File: src/core/psrrl_pkg.sv
// Package with offsets, field positions, reset values and rate figures of the status bank.
package psrrl_pkg;

  // Management address width and data width.
  localparam int unsigned ADDR_W = 8;
  localparam int unsigned DATA_W = 8;

  // Register offsets.
  localparam logic [7:0] OFS_P1_LINK_STATUS_B = 8'h1F;
  localparam logic [7:0] OFS_P2_LINK_STATUS_B = 8'h2F;
  localparam logic [7:0] OFS_P3_LINK_STATUS_B = 8'h3F;
  localparam logic [7:0] OFS_GLOBAL_RESET_CONTROL = 8'h43;

  // Field positions in a link status register.
  localparam int unsigned BIT_XOVER_SCHEME = 7;
  localparam int unsigned BIT_STATUS_RSVD = 6;
  localparam int unsigned BIT_POLARITY_REV = 5;
  localparam int unsigned BIT_TX_FLOW_CTRL = 4;
  localparam int unsigned BIT_RX_FLOW_CTRL = 3;
  localparam int unsigned BIT_SPEED_100 = 2;
  localparam int unsigned BIT_FULL_DUPLEX = 1;
  localparam int unsigned BIT_FAR_END_FAULT = 0;

  // Field positions in the global reset control register.
  localparam int unsigned BIT_SOFTWARE_RESET = 4;
  localparam int unsigned BIT_CODING_SUBLAYER_RESET = 0;

  // Values after reset.
  localparam logic XOVER_SCHEME_RST = 1'b1;
  localparam logic [7:0] STATUS_FLAGS_RST = 8'h00;
  localparam logic [7:0] GLOBAL_RESET_CONTROL_RST = 8'h00;
  localparam logic [7:0] UNMAPPED_READ_VALUE = 8'h00;

  // Rate limit code layout and code points.
  localparam int unsigned RATE_CODE_W = 7;
  localparam int unsigned RATE_KBPS_W = 17;
  localparam int unsigned NUM_RATE_CH = 6;
  localparam logic [6:0] RATE_CODE_FULL = 7'h00;
  localparam logic [6:0] RATE_CODE_MAX_100 = 7'h63;
  localparam logic [6:0] RATE_CODE_FULL_100 = 7'h64;
  localparam logic [6:0] RATE_CODE_MAX_10 = 7'h09;
  localparam logic [6:0] RATE_CODE_FULL_10 = 7'h0A;
  localparam logic [6:0] RATE_CODE_FINE_FIRST = 7'h65;
  localparam logic [6:0] RATE_CODE_FINE_LAST = 7'h73;
  localparam logic [6:0] RATE_CODE_FINE_BASE = 7'h64;

  // Rate figures in kbps.
  localparam logic [16:0] KBPS_PER_MBPS = 17'h003E8;
  localparam logic [16:0] KBPS_FINE_STEP = 17'h00040;
  localparam logic [16:0] KBPS_LINK_100 = 17'h186A0;
  localparam logic [16:0] KBPS_LINK_10 = 17'h02710;

endpackage : psrrl_pkg

File: src/core/psrrl_rate_decode.sv
// Decoder from a 7-bit rate limit code and link speed to an allowed rate in kbps.
`timescale 1ns/1ps
`default_nettype none

module psrrl_rate_decode (
  // Clock and reset.
  input wire logic i_clk,
  input wire logic i_srst,
  // Code and the port's resolved speed.
  input wire logic [6:0] i_code,
  input wire logic i_speed_100,
  // Decoded rate.
  output logic [16:0] o_rate_kbps,
  output logic o_unlimited
);

  // Multiply a whole-megabit code into kbps.
  function automatic logic [16:0] mbps_to_kbps(input logic [6:0] code);
    logic [23:0] prod;
    prod = {17'h00000, code} * {7'h00, psrrl_pkg::KBPS_PER_MBPS};
    return prod[16:0];
  endfunction : mbps_to_kbps

  logic [16:0] rate_d;
  logic unl_d;
  logic [16:0] rate_q;
  logic unl_q;
  logic [16:0] link_kbps;
  logic [6:0] fine_idx;
  logic [23:0] fine_prod;

  // Codes that name no rate at this speed are read as no limit.
  always_comb begin
    link_kbps = i_speed_100 ? psrrl_pkg::KBPS_LINK_100 : psrrl_pkg::KBPS_LINK_10;
    fine_idx = i_code - psrrl_pkg::RATE_CODE_FINE_BASE;
    fine_prod = {17'h00000, fine_idx} * {7'h00, psrrl_pkg::KBPS_FINE_STEP};
    rate_d = link_kbps;
    unl_d = 1'b1;
    if (i_code >= psrrl_pkg::RATE_CODE_FINE_FIRST && i_code <= psrrl_pkg::RATE_CODE_FINE_LAST) begin
      rate_d = fine_prod[16:0];
      unl_d = 1'b0;
    end else if (i_speed_100) begin
      if (i_code != psrrl_pkg::RATE_CODE_FULL && i_code <= psrrl_pkg::RATE_CODE_MAX_100) begin
        rate_d = mbps_to_kbps(i_code);
        unl_d = 1'b0;
      end else begin
        rate_d = link_kbps;
        unl_d = 1'b1;
      end
    end else begin
      if (i_code != psrrl_pkg::RATE_CODE_FULL && i_code <= psrrl_pkg::RATE_CODE_MAX_10) begin
        rate_d = mbps_to_kbps(i_code);
        unl_d = 1'b0;
      end else begin
        rate_d = link_kbps;
        unl_d = 1'b1;
      end
    end
  end

  // Registered result.
  always_ff @(posedge i_clk) begin
    if (i_srst) begin
      rate_q <= psrrl_pkg::KBPS_LINK_10;
      unl_q <= 1'b1;
    end else begin
      rate_q <= rate_d;
      unl_q <= unl_d;
    end
  end

  assign o_rate_kbps = rate_q;
  assign o_unlimited = unl_q;

endmodule : psrrl_rate_decode

`default_nettype wire

File: src/core/psrrl_status_track.sv
// One port's link status register: crossover select bit plus tracked link conditions.
`timescale 1ns/1ps
`default_nettype none

module psrrl_status_track #(
  parameter bit HAS_PHY = 1'b1,
  parameter bit HAS_FAR_END_FAULT = 1'b1
) (
  // Clock and reset.
  input wire logic i_clk,
  input wire logic i_srst,
  // Software write of the crossover select bit.
  input wire logic i_xover_wr,
  input wire logic i_xover_wdata,
  // Link conditions from the PHY or MII.
  input wire logic i_polarity_rev,
  input wire logic i_tx_flow_ctrl,
  input wire logic i_rx_flow_ctrl,
  input wire logic i_speed_100,
  input wire logic i_full_duplex,
  input wire logic i_far_end_fault,
  // Register view and steering outputs.
  output logic [7:0] o_status_byte,
  output logic o_xover_scheme,
  output logic o_speed_100
);

  logic xover_q;
  logic xover_d;
  logic [7:0] flags_q;
  logic [7:0] flags_d;

  // Next values: the select bit takes writes, the flags follow the link every cycle.
  always_comb begin
    xover_d = i_xover_wr ? i_xover_wdata : xover_q;
    flags_d = psrrl_pkg::STATUS_FLAGS_RST;
    flags_d[psrrl_pkg::BIT_STATUS_RSVD] = 1'b0;
    // Polarity only means something on a copper port running at 10 Mbps.
    flags_d[psrrl_pkg::BIT_POLARITY_REV] = HAS_PHY & i_polarity_rev & ~i_speed_100;
    flags_d[psrrl_pkg::BIT_TX_FLOW_CTRL] = i_tx_flow_ctrl;
    flags_d[psrrl_pkg::BIT_RX_FLOW_CTRL] = i_rx_flow_ctrl;
    flags_d[psrrl_pkg::BIT_SPEED_100] = i_speed_100;
    flags_d[psrrl_pkg::BIT_FULL_DUPLEX] = i_full_duplex;
    flags_d[psrrl_pkg::BIT_FAR_END_FAULT] = HAS_FAR_END_FAULT & i_far_end_fault;
  end

  // Registers; the flags are sampled continuously so reads show the present link.
  always_ff @(posedge i_clk) begin
    if (i_srst) begin
      xover_q <= psrrl_pkg::XOVER_SCHEME_RST;
      flags_q <= psrrl_pkg::STATUS_FLAGS_RST;
    end else begin
      xover_q <= xover_d;
      flags_q <= flags_d;
    end
  end

  // The port without a PHY keeps the stored bit but drives nothing from it.
  assign o_xover_scheme = HAS_PHY ? xover_q : psrrl_pkg::XOVER_SCHEME_RST;
  assign o_speed_100 = flags_q[psrrl_pkg::BIT_SPEED_100];

  // Byte as software sees it.
  always_comb begin
    o_status_byte = flags_q;
    o_status_byte[psrrl_pkg::BIT_XOVER_SCHEME] = xover_q;
  end

endmodule : psrrl_status_track

`default_nettype wire

File: src/core/psrrl_top.sv
// Port link status registers, global reset control and rate limit decoding of a 3-port switch.
//
// How it works
// - Status bit 7 is read/write crossover scheme select, 1 default, resets 1.
// - Port 3 has no PHY, so its crossover select does nothing.
// - Bit 5 reads 1 for reversed polarity, only at 10 Mbps, never port 3.
// - Bit 4 shows transmit flow control active; resets to 0.
// - Bit 3 shows receive flow control active; resets to 0.
// - Bit 2 shows link speed, 1 for 100 Mbps; resets to 0.
// - Bit 1 shows duplex, 1 for full; resets to 0.
// - Bit 0 shows far-end fault, on port 1 only.
// - Bit 6 is reserved, read-only zero; software leaves it alone.
// - Reset register 0x43 bit 4 returns all other registers to reset values; 0x43 itself holds.
// - Reset register bit 0 resets the PHY coding sublayer; 0 clears it.
// - Rate limit codes are 7 bits, decoded by the port's link speed.
// - At 100 Mbps codes 1 to 0x63 limit to that many Mbps.
// - At 100 Mbps code 0 or 0x64 means no limit.
// - At 10 Mbps codes 1 to 9 limit in Mbps; 0 or 0x0A unlimited.
// - Codes 0x65 to 0x73 give 64 to 960 kbps in 64 kbps steps.
`timescale 1ns/1ps
`default_nettype none

module psrrl_top (
  // Clock and reset.
  input wire logic I_CORE_CLK,
  input wire logic I_SRST,
  // Management port.
  input wire logic [7:0] I_MGMT_ADDR,
  input wire logic [7:0] I_MGMT_WDATA,
  input wire logic I_MGMT_WR,
  input wire logic I_MGMT_RD,
  output logic [7:0] O_MGMT_RDATA,
  output logic O_MGMT_RVALID,
  // Link conditions, one bit per port, port 1 in bit 0.
  input wire logic [2:0] I_POLARITY_REV,
  input wire logic [2:0] I_TX_FLOW_CTRL,
  input wire logic [2:0] I_RX_FLOW_CTRL,
  input wire logic [2:0] I_SPEED_100,
  input wire logic [2:0] I_FULL_DUPLEX,
  input wire logic [2:0] I_FAR_END_FAULT,
  // Crossover scheme select toward the two PHYs.
  output logic O_P1_CROSSOVER_SCHEME_SELECT,
  output logic O_P2_CROSSOVER_SCHEME_SELECT,
  // Reset requests toward the rest of the chip.
  output logic O_SOFTWARE_RESET,
  output logic O_CODING_SUBLAYER_RESET,
  // Rate limit codes: channel 2*(port-1) is ingress, the next one egress.
  input wire logic [41:0] I_RATE_CODES,
  output logic [101:0] O_RATE_KBPS,
  output logic [5:0] O_RATE_UNLIMITED
);

  // Address match helper, used for every write decode.
  function automatic logic hit(input logic [7:0] addr, input logic [7:0] ofs);
    return addr == ofs;
  endfunction : hit

  logic [7:0] rst_ctrl_q;
  logic [7:0] rst_ctrl_d;
  logic bank_srst;
  logic [2:0] xover_wr;
  logic [7:0] status_byte [3];
  logic [1:0] xover_sel;
  logic [2:0] speed_100;
  logic [7:0] rdata_d;
  logic [7:0] rdata_q;
  logic rvalid_d;
  logic rvalid_q;

  // Reset control register next value; only bits 4 and 0 are implemented.
  always_comb begin
    rst_ctrl_d = rst_ctrl_q;
    if (I_MGMT_WR && hit(I_MGMT_ADDR, psrrl_pkg::OFS_GLOBAL_RESET_CONTROL)) begin
      rst_ctrl_d = psrrl_pkg::GLOBAL_RESET_CONTROL_RST;
      rst_ctrl_d[psrrl_pkg::BIT_SOFTWARE_RESET] =
        I_MGMT_WDATA[psrrl_pkg::BIT_SOFTWARE_RESET];
      rst_ctrl_d[psrrl_pkg::BIT_CODING_SUBLAYER_RESET] =
        I_MGMT_WDATA[psrrl_pkg::BIT_CODING_SUBLAYER_RESET];
    end
  end

  // The reset register sits outside the software reset so the request holds until cleared.
  always_ff @(posedge I_CORE_CLK) begin
    if (I_SRST) begin
      rst_ctrl_q <= psrrl_pkg::GLOBAL_RESET_CONTROL_RST;
    end else begin
      rst_ctrl_q <= rst_ctrl_d;
    end
  end

  // Every other register is held at its reset value while software reset stands.
  assign bank_srst = I_SRST | rst_ctrl_q[psrrl_pkg::BIT_SOFTWARE_RESET];
  assign O_SOFTWARE_RESET = rst_ctrl_q[psrrl_pkg::BIT_SOFTWARE_RESET];
  assign O_CODING_SUBLAYER_RESET = rst_ctrl_q[psrrl_pkg::BIT_CODING_SUBLAYER_RESET];

  // Write strobes for the three status registers; writes are ignored under software reset.
  always_comb begin
    xover_wr[0] = I_MGMT_WR & ~bank_srst & hit(I_MGMT_ADDR, psrrl_pkg::OFS_P1_LINK_STATUS_B);
    xover_wr[1] = I_MGMT_WR & ~bank_srst & hit(I_MGMT_ADDR, psrrl_pkg::OFS_P2_LINK_STATUS_B);
    xover_wr[2] = I_MGMT_WR & ~bank_srst & hit(I_MGMT_ADDR, psrrl_pkg::OFS_P3_LINK_STATUS_B);
  end

  // Port 1: PHY with far-end fault reporting.
  psrrl_status_track #(
    .HAS_PHY(1'b1),
    .HAS_FAR_END_FAULT(1'b1)
  ) u_port1_status (
    .i_clk(I_CORE_CLK),
    .i_srst(bank_srst),
    .i_xover_wr(xover_wr[0]),
    .i_xover_wdata(I_MGMT_WDATA[psrrl_pkg::BIT_XOVER_SCHEME]),
    .i_polarity_rev(I_POLARITY_REV[0]),
    .i_tx_flow_ctrl(I_TX_FLOW_CTRL[0]),
    .i_rx_flow_ctrl(I_RX_FLOW_CTRL[0]),
    .i_speed_100(I_SPEED_100[0]),
    .i_full_duplex(I_FULL_DUPLEX[0]),
    .i_far_end_fault(I_FAR_END_FAULT[0]),
    .o_status_byte(status_byte[0]),
    .o_xover_scheme(xover_sel[0]),
    .o_speed_100(speed_100[0])
  );

  // Port 2: PHY without far-end fault reporting.
  psrrl_status_track #(
    .HAS_PHY(1'b1),
    .HAS_FAR_END_FAULT(1'b0)
  ) u_port2_status (
    .i_clk(I_CORE_CLK),
    .i_srst(bank_srst),
    .i_xover_wr(xover_wr[1]),
    .i_xover_wdata(I_MGMT_WDATA[psrrl_pkg::BIT_XOVER_SCHEME]),
    .i_polarity_rev(I_POLARITY_REV[1]),
    .i_tx_flow_ctrl(I_TX_FLOW_CTRL[1]),
    .i_rx_flow_ctrl(I_RX_FLOW_CTRL[1]),
    .i_speed_100(I_SPEED_100[1]),
    .i_full_duplex(I_FULL_DUPLEX[1]),
    .i_far_end_fault(I_FAR_END_FAULT[1]),
    .o_status_byte(status_byte[1]),
    .o_xover_scheme(xover_sel[1]),
    .o_speed_100(speed_100[1])
  );

  // Port 3: media-independent interface, no PHY and no far-end fault.
  psrrl_status_track #(
    .HAS_PHY(1'b0),
    .HAS_FAR_END_FAULT(1'b0)
  ) u_port3_status (
    .i_clk(I_CORE_CLK),
    .i_srst(bank_srst),
    .i_xover_wr(xover_wr[2]),
    .i_xover_wdata(I_MGMT_WDATA[psrrl_pkg::BIT_XOVER_SCHEME]),
    .i_polarity_rev(I_POLARITY_REV[2]),
    .i_tx_flow_ctrl(I_TX_FLOW_CTRL[2]),
    .i_rx_flow_ctrl(I_RX_FLOW_CTRL[2]),
    .i_speed_100(I_SPEED_100[2]),
    .i_full_duplex(I_FULL_DUPLEX[2]),
    .i_far_end_fault(I_FAR_END_FAULT[2]),
    .o_status_byte(status_byte[2]),
    .o_xover_scheme(),
    .o_speed_100(speed_100[2])
  );

  // Only the two PHY ports receive a crossover select.
  assign O_P1_CROSSOVER_SCHEME_SELECT = xover_sel[0];
  assign O_P2_CROSSOVER_SCHEME_SELECT = xover_sel[1];

  // Rate limit decoders, two per port, steered by that port's registered speed.
  for (genvar ch = 0; ch < psrrl_pkg::NUM_RATE_CH; ch++) begin : g_rate
    psrrl_rate_decode u_rate (
      .i_clk(I_CORE_CLK),
      .i_srst(bank_srst),
      .i_code(I_RATE_CODES[ch*7 +: 7]),
      .i_speed_100(speed_100[ch/2]),
      .o_rate_kbps(O_RATE_KBPS[ch*17 +: 17]),
      .o_unlimited(O_RATE_UNLIMITED[ch])
    );
  end

  // Read mux; unmapped offsets read as zero.
  always_comb begin
    rdata_d = rdata_q;
    rvalid_d = I_MGMT_RD;
    if (I_MGMT_RD) begin
      case (I_MGMT_ADDR)
        psrrl_pkg::OFS_P1_LINK_STATUS_B: rdata_d = status_byte[0];
        psrrl_pkg::OFS_P2_LINK_STATUS_B: rdata_d = status_byte[1];
        psrrl_pkg::OFS_P3_LINK_STATUS_B: rdata_d = status_byte[2];
        psrrl_pkg::OFS_GLOBAL_RESET_CONTROL: rdata_d = rst_ctrl_q;
        default: rdata_d = psrrl_pkg::UNMAPPED_READ_VALUE;
      endcase
    end
  end

  // Read data and its valid pulse come from flip-flops, one cycle after the request.
  always_ff @(posedge I_CORE_CLK) begin
    if (I_SRST) begin
      rdata_q <= psrrl_pkg::UNMAPPED_READ_VALUE;
      rvalid_q <= 1'b0;
    end else begin
      rdata_q <= rdata_d;
      rvalid_q <= rvalid_d;
    end
  end

  assign O_MGMT_RDATA = rdata_q;
  assign O_MGMT_RVALID = rvalid_q;

endmodule : psrrl_top

`default_nettype wire

File: config.mk
export PLATFORM = sky130hd
export DESIGN_NAME = psrrl_top
export DESIGN_NICKNAME = d
export VERILOG_FILES = /design/src/core/psrrl_pkg.sv /design/src/core/psrrl_rate_decode.sv /design/src/core/psrrl_status_track.sv /design/src/core/psrrl_top.sv
export SDC_FILE = /design/constraint.sdc
export NUM_CORES = 1
export LEC_CHECK = 0
export BUFFER_PORTS_ARGS = -buffer_cell sky130_fd_sc_hd__buf_2
export CORE_MARGIN = 4
export CORE_UTILIZATION = 45
export DETAILED_ROUTE_END_ITERATION = 6
export GPL_TIMING_DRIVEN = 0
export PLACE_DENSITY = 0.62
export SLEW_MARGIN = 25
export SYNTH_ARGS = -nofsm -noshare
export SYNTH_HDL_FRONTEND = slang
export SYNTH_SLANG_ARGS = --single-unit
File: constraint.sdc
create_clock -name I_CORE_CLK -period 11.7 [get_ports I_CORE_CLK]
set_input_delay 1.755 -clock I_CORE_CLK [delete_from_list [all_inputs] [get_ports I_CORE_CLK]]
set_output_delay 1.755 -clock I_CORE_CLK [all_outputs]
set_load 0.01 [all_outputs]
Word level (Yosys, flattened, before mapping)
Index checks and enable logic that the tools add are counted.
Widths: inputs -> output; s select.
{"block": "word_totals", "output_inout_bits": 121, "register_bits": 137, "in_bits": 80, "wordCells": 160}
{"block": "op_classes", "n_mul": 6, "n_bitwise": 10, "eq_ne": 4, "reduce_logical": 31, "mux": 52, "n_lt_le_gt_ge": 24, "n_addsub": 6}
{"op": "$mux 17", "count": 21}
{"op": "$le 7x7->1 const B", "count": 12}
{"op": "$mul 7x7->14 const B", "count": 6}
{"op": "$mux 14", "count": 6}
{"op": "$ge 7x7->1 const B", "count": 6}
{"op": "$le 7x4->1 const B", "count": 6}
{"op": "$reduce_bool 7->1", "count": 6}
{"op": "$sub 7x7->7 const B", "count": 6}
{"op": "$pmux 8 s4", "count": 1}
{"op": "$mux 1", "count": 24}
{"op": "$logic_and 1x1->1", "count": 19}
{"op": "$eq 8x6->1 const B", "count": 2}
{"op": "$reduce_or 2->1", "count": 6}
{"op": "$eq 8x5->1 const B", "count": 1}
{"op": "$eq 8x7->1 const B", "count": 1}
{"op": "$and 1x1->1", "count": 6}
{"op": "$not 1->1", "count": 3}
{"op": "$or 1x1->1", "count": 1}

Logic depth before layout (Yosys ltp)
{"block": "logic_depth", "depth_word": 5, "depth_mapped": 14, "ltp_nobuf": 14}

Modules after synthesis
A second synthesis with hierarchy kept.
{"block": "hier_totals", "hier_cells": 1522, "area_unflattened_um2": 14385.0}
{"module": "psrrl_rate_decode at g_rate[0].u_rate ...", "area_per_inst_um2": 2220.9, "instances": 2, "seq_area_each_um2": 300.3, "cells_each": 234}
{"module": "psrrl_rate_decode at g_rate[3].u_rate", "area_per_inst_um2": 2217.1, "instances": 1, "seq_area_each_um2": 300.3, "cells_each": 231}
{"module": "psrrl_rate_decode at g_rate[2].u_rate", "area_per_inst_um2": 2158.3, "instances": 1, "seq_area_each_um2": 300.3, "cells_each": 232}
{"module": "psrrl_rate_decode at g_rate[4].u_rate", "area_per_inst_um2": 2158.3, "instances": 1, "seq_area_each_um2": 300.3, "cells_each": 230}
{"module": "psrrl_rate_decode at g_rate[5].u_rate", "area_per_inst_um2": 2128.3, "instances": 1, "seq_area_each_um2": 300.3, "cells_each": 233}
{"module": "psrrl_top", "area_per_inst_um2": 651.9, "instances": 1, "seq_area_each_um2": 220.2, "cells_each": 72}
{"module": "psrrl_status_track at u_port1_status", "area_per_inst_um2": 232.7, "instances": 1, "seq_area_each_um2": 140.1, "cells_each": 19}
{"module": "psrrl_status_track at u_port2_status", "area_per_inst_um2": 203.9, "instances": 1, "seq_area_each_um2": 120.1, "cells_each": 18}
{"module": "psrrl_status_track at u_port3_status", "area_per_inst_um2": 192.7, "instances": 1, "seq_area_each_um2": 100.1, "cells_each": 19}

Worst setup path before layout
No wires, ideal clock.
{"block": "synth_timing", "path_kind": "input to register", "from": "input I_RATE_CODES[28]", "to": "register g_rate[4].u_rate.rate_q[15]", "setup_ns": 0.127, "arrival_time_ns": 5.315, "n_path_buf": 0, "slack_ns": 6.258, "required_ns": 11.573, "stages": 13, "path_cell_list": "fa_1 > fa_1 > inv_1 > fa_1 > fa_1 > inv_1 > ha_1 > a21oi_1 > nor2b_1 > a311o_1 > a41oi_2 > nor3_1 > or3b_1"}
{"block": "synth_via", "elab_chain_len": 4, "word_cells_on_any_way": 13, "classes_between": "mul: 1; order compare: 4; mux: 3; reduce/logical: 5"}
{"item": "from (decl)", "line": "psrrl_top.sv:48", "text": "input wire logic [41:0] I_RATE_CODES,"}
{"item": "branches (longest 4 deep; another with $mul 7x7->14)"}
{"item": "to (signal assigned)", "line": "psrrl_rate_decode.sv:64", "text": "rate_q <= psrrl_pkg::KBPS_LINK_10;"}
{"item": "to (signal assigned)", "line": "psrrl_rate_decode.sv:67", "text": "rate_q <= rate_d;"}
{"item": "to (decl)", "line": "psrrl_rate_decode.sv:26", "text": "logic [16:0] rate_q;"}
Parallel ways; which one is timed is not known.
A chain may end at the register's enable or synchronous reset.

Final worst setup path
{"block": "layout_timing", "from": "input I_RATE_CODES[31]", "to": "register g_rate[4].u_rate.rate_q[15]"}
The elaborated chain is that of the path after synthesis.

==> Implementation_results.wiki <==
{| class="wikitable"
! Metric !! Value
|-
| Worst hold path class || reg2reg
|-
| Number of synthesized flops with an enable pin || 0
|-
| Final critical-path setup slack || 6194 ps
|-
| Crit path largest cell delay || 520 ps
|-
| Global-route wire length before repair || 61310 um
|-
| Mean cell area of the mapped netlist || 9.436 um^2
|-
| CTS H-Tree Depth || 4
|-
| Share of synthesized area occupied by flip-flops and latches || 17.04%
|-
| Total grt overflow || 0
|-
| Count of buffers added by post-CTS timing repair for setup || 0
|-
| Total core area || 30030 um^2
|-
| Fraction of final layout cells sized beyond drive strength 1 || 15.91%
|-
| Port buffer count || 172
|-
| Startpoint-to-endpoint class of the critical path || in2reg
|-
| Clock insertion delay at the later pin of the skew report || 430 ps
|-
| Area taken by multi-input logic gates || 10620 um^2
|-
| Fillers || 2799
|-
| Clock power frac || 23.5%
|-
| Post-synthesis cell type count || 84
|-
| Vias in the first global route || 11520
|-
| Sequential cell area || 2362 um^2
|-
| Synth Flop Type || dfxtp_1
|-
| CTS tree || built
|-
| Violation count after the first detailed-routing iteration || 764
|-
| Synthesized-area fraction occupied by and/or/nand/nor cells || 13.29%
|-
| Commonest non-fill, non-tap cells in the layout || 312 x ha_1, 180 x inv_1, 177 x buf_2
|-
| Number of primary I/O pins || 201
|-
| Power Total || 0.002494 W
|-
| Switching share of total power || 41.85%
|-
| Worst-path cell chain || buf_2 > inv_1 > ha_1 > fa_1 > inv_1 > fa_1 > fa_1 > inv_1 > ha_1 > a21oi_1 > nor2b_1 > a311o_1 > a41oi_2 > nor3_1 > or3b_1
|-
| Die extent in y || 183.5 um
|-
| Status || complete, no violations
|-
| Unrepaired setup endpoints after global routing || false
|-
| Most common library cell in the layout ignoring fill and taps || ha_1
|-
| Startpoint of the worst-slack reg-to-reg timing path || rst_ctrl_q[4]
|-
| Setup slack at placement || 5790 ps
|-
| Reg clk slew, reported paths || 60 ps
|-
| Post-cts sizing count || 0
|-
| Overall track demand over capacity in global routing || 23.02%
|-
| Iteration count of the initial detailed-routing pass || 5
|-
| Total length of routed wires || 38720 um
|-
| Minimum period implied by the final worst setup slack || 5506 ps
|-
| Vias || 11190
|-
| Final weighted congestion in routability-driven placement || 0.9220
|-
| Rel. slew slack || 32.56%
|-
| Compound-Gate Fraction of Synth Area || 13.86%
|-
| Via density || 5.370
|-
| Post-DRT Antenna Nets || 0
|-
| Largest family of logic cells by synthesized area || adder cells
|-
| Final net count || 2178
|-
| Full die area || 33680 um^2
|-
| Library cell contributing the largest single delay on the critical path || fa_1
|-
| Worst clock skew || 8.650 ps
|-
| Combined area of all synthesized cells || 13860 um^2
|-
| Critical path startpoint category || primary input
|-
| Number of buffers created by CTS || 17
|-
| Setup_tns || 0 ps
|-
| Final worst-path cycle share || 47.06%
|-
| Warnings, synthesis || 0
|-
| Crit path launch || I_RATE_CODES[31]
|-
| IR drop worst, VDD || 0.1012 mV
|-
| Post-DR wirelength/cell || 18.59 um
|-
| Maximum fanout encountered on the critical timing path || 9
|-
| Number of antenna violations at the first check in global routing || 5
|-
| Root cell of the clock tree || clkbuf_16
|-
| Power density cells || 156.4 nW/um^2
|-
| Xor/xnor cell area share of the yosys netlist || 4.423%
|-
| Final HPWL DP || 30910 um
|-
| Number of setup violations in the final report || 0
|-
| Synthesized instance count || 1469
|-
| Internal portion of total power || 0.001450 W
|-
| Fraction of power consumed by combinational cells || 57.7%
|-
| Largest net degree at the start of global routing || 17
|-
| Adder-cell area share of the yosys netlist || 43.76%
|-
| Starting Density || 46.16%
|-
| NetSw || 0.001044 W
|-
| Die Span X || 183.5 um
|-
| DRC || 0
|-
| Yosys reg bits || 118
|-
| Hold Vio Cnt, Final || 0
|-
| Number of buffers inserted by hold repair at cts || 0
|-
| Kind of end point of the critical path || flop
|-
| Startpoint of the worst hold path || u_port3_status.xover_q
|-
| CTS sink count || 118
|-
| Final-report max-slew violation count || 0
|-
| Layout-stage area growth over the synthesis result || 15.02%
|-
| Max capacitance violation total || 0
|-
| Req. time, crit path || 12010 ps
|-
| Proportion of synthesized flip-flops having asynchronous set or reset || 0%
|-
| Worst path arrival time || 5820 ps
|-
| Max Clk Rate || 181.6 MHz
|-
| Fraction of synthesized area in multiplexers || 0.6860%
|-
| Tightest Pin Transition || 1012 ps
|-
| Number of buffers on the longest clock path || 2
|-
| Number of cell rows || 63
|-
| Static leakage || 8.061 nW
|-
| Share of total power in sequential cells || 18.8%
|}
==> sequential cells by signal, indices dropped and copies added (netlist names), 2 cells and up <==
signal                     count
g_rate.u_rate.o_rate_kbps     84
O_MGMT_RDATA                   7
g_rate.u_rate.o_unlimited      6
u_port1_status.flags_q         6
u_port2_status.flags_q         5
u_port3_status.flags_q         4
rst_ctrl_q                     2
==> routing by layer <==
metal	up-vias	GRT usage, %	wire (um)
met4	4	9.029	1343
met3	80	4.769	2475
met2	396	38.67	18290
met5	-	0	26
met1	5285	29.05	16590
li1	5420	-	-
==> final timing paths <==
| check | slack, ps | endpoint | cells after the start |
|---|---|---|---|
| setup / recovery | 6190 | g_rate[4].u_rate.o_rate_kbps[15] | 15 |
| hold / removal | 480 | u_port3_status.xover_q | 2 |
| setup reg to reg | 8970 | g_rate[1].u_rate.o_rate_kbps[13] | 4 |
| hold reg to reg | 480 | u_port3_status.xover_q | 2 |
==> power groups by stage <==
| stage | sequential [W] | clock (W) | combinational, W |
|---|---|---|---|
| after floorplan | 0.000503 | 0 | 0.00103 |
| after global placement | 0.000477 | 0 | 0.00140 |
| after detailed placement | 0.000477 | 0 | 0.00142 |
| after CTS | 0.000469 | 0.000596 | 0.00144 |
| after global routing | 0.000473 | 0.000615 | 0.00163 |
| final | 0.000468 | 0.000586 | 0.00144 |
==> cells in the mapped netlist (6+ instances only) <==
cell type | count | share of area (%)
and4_1 | 6 | 0.38
o21ai_0 | 52 | 1.9
nor4_1 | 7 | 0.32
a21oi_1 | 78 | 2.8
o211ai_1 | 9 | 0.49
a21o_1 | 33 | 1.8
a31oi_1 | 10 | 0.45
a211oi_1 | 10 | 0.54
nand2b_1 | 16 | 0.72
nand3_1 | 38 | 1.4
and4b_1 | 8 | 0.58
xor2_1 | 23 | 1.5
nor2_1 | 74 | 2.0
fa_1 | 108 | 16
inv_1 | 180 | 4.9
xnor2_1 | 47 | 3.0
o21bai_1 | 6 | 0.32
ha_1 | 312 | 28
nor3_1 | 14 | 0.51
nor2b_1 | 24 | 1.1
nand4_1 | 28 | 1.3
and2_1 | 19 | 0.86
o31ai_1 | 8 | 0.43
dfxtp_1 | 118 | 17
a22o_1 | 8 | 0.51
nand2_1 | 72 | 1.9
clkbuf_1 | 16 | 0.43
buf_4 | 26 | 1.4
==> metrics by stage <==
step | hold WS, ps | instance area, um^2 | std cells | utilization, %
2_1_floorplan | 438.3 | 13930 | 1487 | -
3_3_place_gp | 449.5 | 15280 | 2049 | 50.87
3_5_place_dp | 463.6 | 15280 | 2049 | 50.88
4_1_cts | 480.9 | 15930 | 2081 | 53.05
5_1_grt | 501.2 | 15940 | 2083 | 53.09
6_report | 481.9 | 15940 | 2083 | 53.09
==> layout make-up <==
type	count	share of cell area [%]
Buffer	48	1.781
Timing Repair Buffer	172	5.399
Tap cell	390	3.061
Clock buffer	21	3.013
Sequential cell	118	14.82
Multi-Input combinational cell	1141	66.59
Antenna cell	2	0.03139
Inverter	180	4.238
Clock inverter	11	1.075
==> worst max-delay path, delay by kind of cell <==
family | cells | cell delay [ps]
adder cells (fa/ha/maj) | 5 | 2170
AO/OA/AOI/OAI | 3 | 790
buffers and inverters | 4 | 610
AND/OR/NAND/NOR | 3 | 500
==> cells by family after synthesis <==
kind of cell	after synthesis
AO/OA/AOI/OAI	278
XOR/XNOR	70
adder cells (fa/ha/maj)	420
buffers and inverters	228
flip-flops	118
multiplexers	9
other	1
AND/OR/NAND/NOR	345
Note: power is estimated with default switching activity, not from simulation.
